===== config.mk =====
export PLATFORM = sky130hd
export DESIGN_NAME = mpa_pin_allocator
export DESIGN_NICKNAME = d
export VERILOG_FILES = /design/src/verilog/mpa_pkg.sv /design/src/verilog/mpa_pin_allocator.sv
export VERILOG_INCLUDE_DIRS = /design/src /design/src/verilog
export SDC_FILE = /design/constraint.sdc
export NUM_CORES = 1
export LEC_CHECK = 0
export BUFFER_PORTS_ARGS = -buffer_cell sky130_fd_sc_hd__buf_2
export CAP_MARGIN = 0
export CELL_PAD_IN_SITES_DETAIL_PLACEMENT = 2
export CELL_PAD_IN_SITES_GLOBAL_PLACEMENT = 2
export CORE_MARGIN = 5
export CORE_UTILIZATION = 21
export CTS_CLUSTER_SIZE = 40
export DETAILED_ROUTE_END_ITERATION = 7
export PLACE_DENSITY = 0.73
export SETUP_SLACK_MARGIN = 0.1
export SYNTH_ARGS = -nofsm -noshare
export SYNTH_HDL_FRONTEND = slang
export SYNTH_SLANG_ARGS = --single-unit

===== constraint.sdc =====
create_clock -name core_clk -period 0.8 [get_ports core_clk]
set_input_delay 0.08 -clock core_clk [delete_from_list [all_inputs] [get_ports core_clk]]
set_output_delay 0.08 -clock core_clk [all_outputs]
set_load 0.01 [all_outputs]

===== src/verilog/mpa_defines.svh =====
/*
 Constants for the multifunction pin allocator: selection codes and reset values.
 Assumes inclusion by its bare name from the package and the design file.
*/
`ifndef MPA_DEFINES_SVH
`define MPA_DEFINES_SVH

// ----------------------------------------
// Codec reference clock select codes
// ----------------------------------------
`define MPA_CODEC_SEL_W      2
`define MPA_CODEC_SEL_MCLK   2'h0
`define MPA_CODEC_SEL_BCLK   2'h1
`define MPA_CODEC_SEL_GPIO   2'h2
`define MPA_CODEC_SEL_PLL    2'h3
`define MPA_CODEC_SEL_RST    2'h0

// ----------------------------------------
// PLL reference select codes
// ----------------------------------------
`define MPA_PLL_SEL_W        2
`define MPA_PLL_SEL_MCLK     2'h0
`define MPA_PLL_SEL_BCLK     2'h1
`define MPA_PLL_SEL_GPIO     2'h2
`define MPA_PLL_SEL_DIN      2'h3
`define MPA_PLL_SEL_RST      2'h0

// ----------------------------------------
// Pin function codes
// ----------------------------------------
`define MPA_FN_W             4
`define MPA_FN_OFF           4'h0
`define MPA_FN_IN            4'h1
`define MPA_FN_GPO           4'h2
`define MPA_FN_FIRST_INTERRUPT_OUTPUT          4'h3
`define MPA_FN_SECOND_INTERRUPT_OUTPUT          4'h4
`define MPA_FN_SEC_BCLK_OUT  4'h5
`define MPA_FN_SEC_WCLK_OUT  4'h6
`define MPA_FN_SEC_DOUT      4'h7
`define MPA_FN_AUX_CLK       4'h8
`define MPA_FN_CLK_IN        4'h9
`define MPA_FN_SEC_BCLK_IN   4'ha
`define MPA_FN_SEC_WCLK_IN   4'hb
`define MPA_FN_SEC_DIN       4'hc
`define MPA_FN_PRI_OUT       4'hd
`define MPA_FN_RST           4'h0

`endif


===== src/verilog/mpa_pkg.sv =====
/*
 Types of the multifunction pin allocator.
 Assumes mpa_defines.svh is on the include path.
*/
`include "mpa_defines.svh"

package mpa_pkg;

	// ----------------------------------------
	// Function selection per pin
	// ----------------------------------------
	typedef logic [`MPA_FN_W-1:0] mpa_fn_type;

	typedef struct packed {
		logic [`MPA_CODEC_SEL_W-1:0] codec_sel;
		logic [`MPA_PLL_SEL_W-1:0]   pll_sel;
		logic                        bclk_out;
		logic                        wclk_out;
		mpa_fn_type                  gpio_fn;
		mpa_fn_type                  sclk_fn;
		mpa_fn_type                  miso_fn;
	} mpa_cfg_type;

	// ----------------------------------------
	// Sources that may land on a pin or, for pll_out, on the codec clock
	// ----------------------------------------
	typedef struct packed {
		logic pri_bclk;
		logic pri_wclk;
		logic gpo1;
		logic gpo2;
		logic first_interrupt_output;
		logic second_interrupt_output;
		logic sec_bclk;
		logic sec_wclk;
		logic sec_dout;
		logic aux_clk;
		logic pll_out;
	} mpa_src_type;

	// ----------------------------------------
	// Signals handed to the core
	// ----------------------------------------
	typedef struct packed {
		logic pll_ref;
		logic codec_reference_clock;
		logic pri_bclk_in;
		logic pri_wclk_in;
		logic pri_din;
		logic gpi1;
		logic gpi2;
		logic gpi3;
		logic sec_bclk_in;
		logic sec_wclk_in;
		logic sec_din;
	} mpa_core_type;

	// ----------------------------------------
	// Pad drive, five pins, sclk never driven
	// ----------------------------------------
	typedef struct packed {
		logic [4:0] out;
		logic [4:0] oe_n;
	} mpa_pad_type;

	typedef struct packed {
		mpa_core_type core;
		mpa_pad_type  pad;
		logic         cfg_err;
	} mpa_state_type;

endpackage : mpa_pkg


===== src/verilog/mpa_pin_allocator.sv =====
/*
 Multifunction pin allocator: routes the audio amplifier's digital pins to
 clock, audio serial, general-purpose, interrupt and aux clock functions.
 Assumes pins and configuration are synchronous to core_clk; configuration
 comes from the device register file outside this block.
*/
`timescale 1ns/1ns
`default_nettype none
`include "mpa_defines.svh"

// Behaviour
// - The master clock pin may feed the PLL reference and the codec clock together, and is the codec clock by default.
// - The bit clock pin may feed the PLL reference, the codec clock and the serial bit clock input together, and is that bit clock input by default.
// - The general-purpose pin may feed the PLL reference and the codec clock together when chosen as a clock source.
// - A pin given an exclusive function has its core inputs held low; PLL and codec selects of bclk or gpio still take the pin.
// - The PLL reference comes from one of the master clock, bit clock, data-in or general-purpose pins.
// - A two-bit field picks the codec reference clock source.
module mpa_pin_allocator (
	// Clock and reset
	input  wire logic                 core_clk,
	input  wire logic                 rstn,
	// Configuration
	input  wire mpa_pkg::mpa_cfg_type cfg,
	// Pin inputs: mclk, bclk, wclk, din, gpio, sclk, miso
	input  wire logic [6:0]           pin_in,
	// Internal sources
	input  wire mpa_pkg::mpa_src_type src,
	// Core side
	output var mpa_pkg::mpa_core_type core,
	// Pads: bclk, wclk, gpio, miso, sclk
	output logic [4:0]                pad_out,
	output logic [4:0]                pad_oe_n,
	// Illegal allocation seen
	output logic                      cfg_err
);

	localparam int P_MCLK = 0;
	localparam int P_BCLK = 1;
	localparam int P_WCLK = 2;
	localparam int P_DIN  = 3;
	localparam int P_GPIO = 4;
	localparam int P_SCLK = 5;
	localparam int P_MISO = 6;

	mpa_pkg::mpa_state_type state_reg;
	mpa_pkg::mpa_state_type state_next;

	// ----------------------------------------
	// Output source of one function code
	// ----------------------------------------
	function automatic logic [1:0] fn_drive(input mpa_pkg::mpa_fn_type fn, input mpa_pkg::mpa_src_type s);
		logic [1:0] r;
		r = 2'h0;
		case (fn)
			`MPA_FN_GPO:          r = 2'h3;
			`MPA_FN_FIRST_INTERRUPT_OUTPUT:         r = {1'b1, s.first_interrupt_output};
			`MPA_FN_SECOND_INTERRUPT_OUTPUT:         r = {1'b1, s.second_interrupt_output};
			`MPA_FN_SEC_BCLK_OUT: r = {1'b1, s.sec_bclk};
			`MPA_FN_SEC_WCLK_OUT: r = {1'b1, s.sec_wclk};
			`MPA_FN_SEC_DOUT:     r = {1'b1, s.sec_dout};
			`MPA_FN_AUX_CLK:      r = {1'b1, s.aux_clk};
			default:              r = 2'h0;
		endcase
		return r;
	endfunction

	// ----------------------------------------
	// Functions the gpio pin may carry
	// ----------------------------------------
	function automatic logic gpio_allowed(input mpa_pkg::mpa_fn_type fn);
		logic ok;
		ok = 1'b0;
		case (fn)
			`MPA_FN_OFF:          ok = 1'b1;
			`MPA_FN_IN:           ok = 1'b1;
			`MPA_FN_GPO:          ok = 1'b1;
			`MPA_FN_FIRST_INTERRUPT_OUTPUT:         ok = 1'b1;
			`MPA_FN_SECOND_INTERRUPT_OUTPUT:         ok = 1'b1;
			`MPA_FN_SEC_BCLK_IN:  ok = 1'b1;
			`MPA_FN_SEC_WCLK_IN:  ok = 1'b1;
			`MPA_FN_SEC_DIN:      ok = 1'b1;
			`MPA_FN_SEC_BCLK_OUT: ok = 1'b1;
			`MPA_FN_SEC_WCLK_OUT: ok = 1'b1;
			`MPA_FN_AUX_CLK:      ok = 1'b1;
			default:              ok = 1'b0;
		endcase
		return ok;
	endfunction

	// Functions the miso pin may carry
	function automatic logic miso_allowed(input mpa_pkg::mpa_fn_type fn);
		logic ok;
		ok = 1'b0;
		case (fn)
			`MPA_FN_OFF:          ok = 1'b1;
			`MPA_FN_GPO:          ok = 1'b1;
			`MPA_FN_FIRST_INTERRUPT_OUTPUT:         ok = 1'b1;
			`MPA_FN_SECOND_INTERRUPT_OUTPUT:         ok = 1'b1;
			`MPA_FN_SEC_BCLK_OUT: ok = 1'b1;
			`MPA_FN_SEC_WCLK_OUT: ok = 1'b1;
			`MPA_FN_SEC_DOUT:     ok = 1'b1;
			`MPA_FN_AUX_CLK:      ok = 1'b1;
			default:              ok = 1'b0;
		endcase
		return ok;
	endfunction

	// Functions the sclk pin may carry
	function automatic logic sclk_allowed(input mpa_pkg::mpa_fn_type fn);
		logic ok;
		ok = 1'b0;
		case (fn)
			`MPA_FN_OFF:         ok = 1'b1;
			`MPA_FN_IN:          ok = 1'b1;
			`MPA_FN_SEC_BCLK_IN: ok = 1'b1;
			`MPA_FN_SEC_WCLK_IN: ok = 1'b1;
			`MPA_FN_SEC_DIN:     ok = 1'b1;
			default:             ok = 1'b0;
		endcase
		return ok;
	endfunction

	// ----------------------------------------
	// Input taken from gpio or sclk
	// ----------------------------------------
	function automatic logic fn_take(input mpa_pkg::mpa_cfg_type c, input mpa_pkg::mpa_fn_type code,
		input logic gpio_pin, input logic sclk_pin);
		logic v;
		v = 1'b0;
		if (c.gpio_fn == code)
			v = gpio_pin;
		else if (c.sclk_fn == code)
			v = sclk_pin;
		return v;
	endfunction

	// ----------------------------------------
	// Routing
	// ----------------------------------------
	always_comb begin
		logic [1:0] d;
		logic [1:0] gpo_sel;
		d = 2'h0;
		gpo_sel = 2'h0;
		state_next = state_reg;
		state_next.cfg_err = 1'b0;

		case (cfg.pll_sel)
			`MPA_PLL_SEL_MCLK: state_next.core.pll_ref = pin_in[P_MCLK];
			`MPA_PLL_SEL_BCLK: state_next.core.pll_ref = pin_in[P_BCLK];
			`MPA_PLL_SEL_GPIO: state_next.core.pll_ref = pin_in[P_GPIO];
			`MPA_PLL_SEL_DIN:  state_next.core.pll_ref = pin_in[P_DIN];
			default:           state_next.core.pll_ref = 1'b0;
		endcase

		case (cfg.codec_sel)
			`MPA_CODEC_SEL_MCLK: state_next.core.codec_reference_clock = pin_in[P_MCLK];
			`MPA_CODEC_SEL_BCLK: state_next.core.codec_reference_clock = pin_in[P_BCLK];
			`MPA_CODEC_SEL_GPIO: state_next.core.codec_reference_clock = pin_in[P_GPIO];
			`MPA_CODEC_SEL_PLL:  state_next.core.codec_reference_clock = src.pll_out;
			default:             state_next.core.codec_reference_clock = 1'b0;
		endcase

		state_next.core.pri_bclk_in = cfg.bclk_out ? 1'b0 : pin_in[P_BCLK];
		state_next.core.pri_wclk_in = cfg.wclk_out ? 1'b0 : pin_in[P_WCLK];
		state_next.core.pri_din = (cfg.pll_sel == `MPA_PLL_SEL_DIN) ? 1'b0 : pin_in[P_DIN];
		state_next.core.gpi1 = (cfg.pll_sel == `MPA_PLL_SEL_DIN) ? 1'b0 : pin_in[P_DIN];
		state_next.core.gpi2 = (cfg.gpio_fn == `MPA_FN_IN) ? pin_in[P_GPIO] : 1'b0;
		state_next.core.gpi3 = (cfg.sclk_fn == `MPA_FN_IN) ? pin_in[P_SCLK] : 1'b0;
		state_next.core.sec_bclk_in = fn_take(cfg, `MPA_FN_SEC_BCLK_IN, pin_in[P_GPIO], pin_in[P_SCLK]);
		state_next.core.sec_wclk_in = fn_take(cfg, `MPA_FN_SEC_WCLK_IN, pin_in[P_GPIO], pin_in[P_SCLK]);
		state_next.core.sec_din = fn_take(cfg, `MPA_FN_SEC_DIN, pin_in[P_GPIO], pin_in[P_SCLK]);

		state_next.pad.out[0] = cfg.bclk_out & src.pri_bclk;
		state_next.pad.oe_n[0] = ~cfg.bclk_out;
		state_next.pad.out[1] = cfg.wclk_out & src.pri_wclk;
		state_next.pad.oe_n[1] = ~cfg.wclk_out;

		d = fn_drive(cfg.gpio_fn, src);
		if (!gpio_allowed(cfg.gpio_fn))
			d = 2'h0;
		gpo_sel = {1'b0, src.gpo1};
		state_next.pad.out[2] = (cfg.gpio_fn == `MPA_FN_GPO) ? gpo_sel[0] : d[0];
		state_next.pad.oe_n[2] = ~d[1];
		d = fn_drive(cfg.miso_fn, src);
		gpo_sel = {1'b0, src.gpo2};
		state_next.pad.out[3] = (cfg.miso_fn == `MPA_FN_GPO) ? gpo_sel[0] : d[0];
		state_next.pad.oe_n[3] = ~d[1];
		// Sclk is input only
		state_next.pad.out[4] = 1'b0;
		state_next.pad.oe_n[4] = 1'b1;

		if (!gpio_allowed(cfg.gpio_fn) || !miso_allowed(cfg.miso_fn) || !sclk_allowed(cfg.sclk_fn) ||
			((cfg.codec_sel == `MPA_CODEC_SEL_GPIO || cfg.pll_sel == `MPA_PLL_SEL_GPIO) &&
			cfg.gpio_fn != `MPA_FN_OFF)) begin
			state_next.cfg_err = 1'b1;
		end
	end

	// ----------------------------------------
	// State register
	// ----------------------------------------
	always_ff @(posedge core_clk or negedge rstn) begin
		if (!rstn) begin
			state_reg <= '0;
			state_reg.pad.oe_n <= 5'h1f;
		end else begin
			state_reg <= state_next;
		end
	end

	assign core = state_reg.core;
	assign pad_out = state_reg.pad.out;
	assign pad_oe_n = state_reg.pad.oe_n;
	assign cfg_err = state_reg.cfg_err;

endmodule // mpa_pin_allocator
`default_nettype wire


==> results.py, run 1 <==
metrics = {
    "run_status": {
        "status": "complete, but fails checks",
        "violations": "negative setup slack",
    },
    "routing": {
        "num_vias": 1096,
        "avgRoutedWirePerCell_um": 16.90,
        "drtIter0Drc": 11,
        "routed_wl_um": 3989,
        "ant_nets": 0,
        "drt-pass1-iter-count": 3,
        "drcViolationCount": 0,
        "vias_per_cell": 4.644,
    },
    "cells_and_area": {
        "area_growth_pct": 78.00,
        "finalNetCount": 221,
        "drive_gt1_share_pct": 60.99,
        "design_area_um2": 1802,
        "antenna_cells": 0,
    },
    "synthesis": {
        "synth_cell_types": 40,
        "ys_warn_count": 0,
        "yosysMostFrequentCell": "dfrtp_1",
        "ys_seq_area_share_pct": 47.47,
        "synthTopCellsByArea": "dfrtp_1 (37%), dfstp_2 (10%), mux4_2 (4.4%)",
        "synth_seq_cells": 19,
        "syn_avg_cell_area_um2": 10.33,
        "synth-edff-count": 0,
        "ys_async_sr_fraction_pct": 100.0,
        "syn_area_um2": 1012,
        "synth_top_flop_cell": "dfrtp_1",
        "synthTopCellsByCount": "dfrtp_1 (15), nor2_1 (8), inv_1 (7), nand2_1 (7), a21oi_1 (6)",
        "synth_fp_nets": 136,
        "synth_top_area_share_pct": 37.08,
        "yosysTopAreaCell": "dfrtp_1",
        "synth_cells": 98,
    },
    "die": {
        "dieWidth_um": 79.43,
        "ioPinCount": 60,
        "design.die.area_um2": 6308,
        "core-area_um2": 4692,
        "start_util_pct": 21.57,
        "rows": 25,
        "dieHeight_um": 79.43,
    },
    "grt": {
        "grtUsageTotal_pct": 12.86,
        "gr-total-overflow": 0,
        "grt_pass1_wl_um": 6341,
        "grt_pass1_vias": 1307,
        "antenna_found_initial": 0,
        "grt_max_degree": 20,
    },
    "pwr": {
        "powerDensity_nw_per_um2": 1326,
        "power_uw": 2389,
        "leakagePower_uw": 0.0008810,
        "ir_drop_v": 0.0004986,
    },
    "sta": {
        "finalSetupViolCount": 21,
        "period_minus_slack_ns": 0.9578,
        "fin_ws_ns": -0.1578,
        "maxSlewViolCount": 0,
        "whs_ns": 0.03386,
        "tns_ns": -1.177,
        "fin_crit_sh_pct": 119.7,
        "fmax_ghz": 1.044,
        "hold_viol": 0,
        "rsz0062_at_grt": "true",
    },
    "clock_network": {
        "numCtsBuffers": 3,
        "tritoncts": "built",
        "cts_sinks": 19,
        "root_buffer": "clkbuf_8",
        "cts_buffer_depth": 2,
        "cts_max_level": 1,
        "clkTransAtPathRegs_ns": 0.08,
    },
    "worst_setup_path": {
        "crit_family": "flip-flops",
        "crit_type": "register to output pin",
        "crit_required_ns": 0.72,
        "worstSetupEndpointType": "output pin",
        "worst_ep_arrival_time_ns": 0.88,
        "crit_chain": "buf_6",
        "critPathBufInv": 1,
        "startpoint_type": "register",
        "cpPeakStageDelay_ns": 0.53,
        "slowest_stage": "dfstp_2",
        "critPathMaxFanout": 1,
    },
    "placed_design": {
        "dpl_cell_area_um2": 1471,
        "dp_slack_ns": -0.3541,
        "gp_congestion": 0.7379,
        "io_buffer_count": 56,
        "post-dp-hpwl_um": 3114,
    },
    "flow_run": {
        "max_cap_viol_count": 0,
    },
    "worst_hold_path": {
        "hp-class": "input pin to register",
    },
}
==> cells in the final DEF, fill, tap and decap left out, types with 2 or more instances in the layout <==
cell	synthesis	final
conb_1	2	2
o21ai_0	2	2
a21oi_1	6	3
nor4_1	2	2
and2_1	2	2
nand2_1	7	6
mux4_2	2	2
dfrtp_1	15	15
a21oi_2	0	3
nor2b_1	5	4
buf_12	0	3
clkbuf_4	0	2
nor2_1	8	6
nand3b_1	2	2
buf_4	4	20
nor2_2	0	2
dlygate4sd3_1	0	5
o211ai_1	2	2
buf_2	1	45
inv_1	7	7
clkbuf_8	0	3
dfstp_2	4	4
buf_6	2	11
==> area by class of cell <==
cell class	count	area [um^2]
flip-flops and latches	19	480.5
inverters	7	26.28
clock buffers	3	41.29
well taps	54	67.56
multi-input cells	65	541.8
fillers	515	2890
clock inverters	1	5.005
repair buffers	87	639.4
==> path summary, 6_finish.rpt <==
check / start / end / slack, ns / cells after the start
worst max-delay path: pad_oe_n[0] / pad_oe_n[0] / -0.16 / 1
worst min-delay path: cfg[7] / core[3] / 0.03 / 2
max in group asynchronous: rstn / pad_oe_n[2] / 0.26 / 2
min in group asynchronous: rstn / core[5] / 0.26 / 2
==> cells by family after synthesis <==
logic type,Yosys count,share of synthesized area (%)
compound gates,23,16.32
mux,5,7.540
flops,19,47.47
other cells,2,0.7419
buf+inv,14,8.282
simple gates,35,19.65
==> power by group <==
part	internal, uW	switching, uW
Clock	346	321
Sequential	1020	17.9
Combinational	365	315
==> flip-flops by register name, summed over array words and instances (netlist names) <==
| signal | cells |
|---|---|
| cfg_err | 1 |
| core | 10 |
| pad_oe_n | 4 |
| pad_out | 4 |
==> layer usage <==
metal	track usage [%]	vias to the layer above	part of all wire, %
met4	3.436	0	1.8
met3	2.257	6	6.3
met1	12.11	539	33
met2	27.38	40	58
li1	-	511	-
met5	0	-	0
==> metrics by stage <==
stage	std cells	util, %
CTS	234	36.72
finish	236	38.40
detailed placement	223	31.36
floorplan	98	-
global placement	223	31.36
global route	236	38.40
==> repair_timing <==
item / in CTS / in global routing
setup endpoints to repair: 26 / 45
hold endpoints to repair: 17 / 1
gates cloned: 0 / 0
hold buffers: 4 / 1
gates resized for setup: 30 / 17
setup buffers: 3 / 1
pin swaps: 6 / 4
No activity file was read; power rests on OpenSTA's default activity.
==> run 2: changes to the inputs <==
--- a/config.mk
+++ b/config.mk
@@ -6,15 +6,16 @@
 export SDC_FILE = /design/constraint.sdc
 export NUM_CORES = 1
 export LEC_CHECK = 0
+export ABC_AREA = 1
 export BUFFER_PORTS_ARGS = -buffer_cell sky130_fd_sc_hd__buf_2
 export CAP_MARGIN = 0
 export CELL_PAD_IN_SITES_DETAIL_PLACEMENT = 2
 export CELL_PAD_IN_SITES_GLOBAL_PLACEMENT = 2
 export CORE_MARGIN = 5
-export CORE_UTILIZATION = 21
+export CORE_UTILIZATION = 20
 export CTS_CLUSTER_SIZE = 40
 export DETAILED_ROUTE_END_ITERATION = 7
-export PLACE_DENSITY = 0.73
+export PLACE_DENSITY = 0.75
 export SETUP_SLACK_MARGIN = 0.1
 export SYNTH_ARGS = -nofsm -noshare
 export SYNTH_HDL_FRONTEND = slang
==> results.py, run 2 <==
metrics = {
    "routing": {
        "vias_per_cell": 4.182,
        "drtIter0Drc": 17,
        "drcViolationCount": 0,
        "num_vias": 1192,
        "drt-pass1-iter-count": 4,
        "ant_nets": 0,
        "routed_wl_um": 3896,
        "avgRoutedWirePerCell_um": 13.67,
    },
    "worst_setup_path": {
        "crit_required_ns": 0.72,
        "critPathBufInv": 1,
        "worst_ep_arrival_time_ns": 0.87,
        "cp-startpoint": "pad_oe_n[0]",
        "cpPeakStageDelay_ns": 0.53,
        "crit_type": "register to output pin",
        "slowest_stage": "dfstp_2",
        "startpoint_type": "register",
        "endpoint": "pad_oe_n[0]",
        "crit_family": "flip-flops",
        "worstSetupEndpointType": "output pin",
        "critical_path_depth": 1,
        "crit_chain": "buf_6",
        "critPathMaxFanout": 1,
    },
    "synthesis": {
        "syn_area_um2": 1046,
        "synthTopCellsByCount": "nand2_1 (29), inv_1 (18), nand3_1 (17)",
        "synth_fp_nets": 177,
        "synth_top_area_share_pct": 35.89,
        "synth_top_flop_cell": "dfrtp_1",
        "yosysTopAreaCell": "dfrtp_1",
        "ys_seq_area_share_pct": 45.93,
        "ys_async_sr_fraction_pct": 100.0,
        "ys_warn_count": 0,
        "yosysMostFrequentCell": "nand2_1",
        "synth-edff-count": 0,
        "synth_cells": 139,
        "synth_cell_types": 24,
        "syn_avg_cell_area_um2": 7.525,
        "synth_seq_cells": 19,
        "synthTopCellsByArea": "dfrtp_1 (36%), nand2_1 (10%), dfstp_2 (10%)",
    },
    "cells_and_area": {
        "drive_gt1_share_pct": 46.98,
        "multi_input_area_um2": 490.5,
        "final_cell_mix": "buf_2 (38), nand2_1 (26), inv_1 (17)",
        "finalNetCount": 254,
        "area_growth_pct": 65.67,
        "final_common_cell": "buf_2",
        "regArea_um2": 480.5,
        "design_area_um2": 1733,
        "largest_reg_flops": 10,
        "final_core_util_pct": 33.93,
        "antenna_cells": 0,
        "fill_cells": 618,
        "stdcell_count": 285,
    },
    "die": {
        "ioPinCount": 60,
        "start_util_pct": 20.48,
        "rows": 26,
        "dieWidth_um": 82.32,
        "core-area_um2": 5107,
        "dieHeight_um": 82.32,
        "design.die.area_um2": 6777,
    },
    "flow_run": {
        "max_cap_viol_count": 0,
    },
    "clock_network": {
        "cts_max_level": 1,
        "cts_buffer_depth": 2,
        "root_buffer": "clkbuf_8",
        "cts_sinks": 19,
        "numCtsBuffers": 3,
        "clkTransAtPathRegs_ns": 0.07,
        "tritoncts": "built",
    },
    "sta": {
        "rsz0062_at_grt": "true",
        "fin_crit_sh_pct": 118.9,
        "fmax_ghz": 1.051,
        "maxSlewViolCount": 0,
        "tns_ns": -1.104,
        "finalSetupViolCount": 20,
        "hold_viol": 0,
        "period_minus_slack_ns": 0.9512,
        "whs_ns": 0.02647,
        "fin_ws_ns": -0.1512,
    },
    "pwr": {
        "leakagePower_uw": 0.0009318,
        "powerDensity_nw_per_um2": 1323,
        "ir_drop_v": 0.0004381,
    },
    "run_status": {
        "status": "complete, but fails checks",
        "violations": "negative setup slack",
    },
    "placed_design": {
        "dpl_cell_area_um2": 1489,
        "dpl.cell_count": 275,
        "gp_congestion": 0.8077,
        "post-dp-hpwl_um": 3160,
        "io_buffer_count": 56,
    },
    "grt": {
        "grt_max_degree": 20,
        "grt_pass1_vias": 1301,
        "antenna_found_initial": 0,
        "gr-total-overflow": 0,
        "grt_pass1_wl_um": 5823,
        "grtUsageTotal_pct": 11.28,
    },
    "worst_hold_path": {
        "hp-class": "input pin to register",
    },
}
-- run 2: changes by cell type after synthesis, moves of 4 or more --
cell	delta
nand2_1	+22
nand3_1	+15
inv_1	+11
nor2_1	+6
inv_2	+5
nor2b_1	-5
a21oi_1	-4
-- run 2: tightest hold or removal path: stages --
cell,delay (ns)
buf_2,0.07
nand2_1,0.04
inv_1,0.05
-- run 2: area by class of cell --
type | count | area share, %
Timing Repair Buffer | 75 | 30.97
Clock buffer | 4 | 2.599
Inverter | 24 | 5.343
Multi-Input combinational cell | 93 | 28.30
Tap cell | 70 | 5.054
Sequential cell | 19 | 27.73
-- run 2: cells by family after synthesis --
| group | share of synthesized area, % |
|---|---|
| and+or+nand+nor | 34.09 |
| DFF | 45.93 |
| buffers and inverters | 10.76 |
| AOI/OAI and AO/OA | 8.493 |
| other | 0.7180 |
-- run 2: what timing repair did --
| item | in CTS | in global routing |
|---|---|---|
| gates resized for setup | 7 | 27 |
| hold buffers | 4 | 0 |
| setup endpoints to repair | 20 | 44 |
| pin swaps | 0 | 5 |
| hold endpoints to repair | 17 | 0 |
| setup buffers | 0 | 2 |
-- run 2: worst min-delay path by stage --
stage | end | slack (ns) | cells past startpoint | from
final | pad_out[1] | 0.03 | 3 | src[9]
after global routing | pad_out[1] | 0.03 | 3 | src[9]
after CTS | pad_out[1] | 0.02 | 3 | src[9]
after detailed placement | core[5] | 0.04 | 1 | rstn
after global placement | core[5] | 0.04 | 1 | rstn
after floorplan | cfg_err | -0.22 | 0 | rstn
-- run 2: where the power goes --
group	switching, uW	leakage, uW	internal [uW]
registers	21.2	0.000234	1020
clock network	292	0.0000228	353
logic	313	0.000675	290
-- run 2: routing by layer --
layer	share of wire, %	vias to the layer above	GRT usage [%]	routed length (um)
li1	-	592	-	-
met3	6.8	4	1.410	265
met1	44	551	14.42	1707
met5	0	-	0	0
met4	1.4	0	4.485	53
met2	48	45	19.15	1870
-- run 2: through the flow --
stage,total power (uW),worst slack (ns)
5_1_grt,2430,-0.1740
3_3_place_gp,1549,-0.1343
4_1_cts,2263,-0.1635
3_5_place_dp,1565,-0.1599
2_1_floorplan,1261,0.1261
6_report,2292,-0.1512
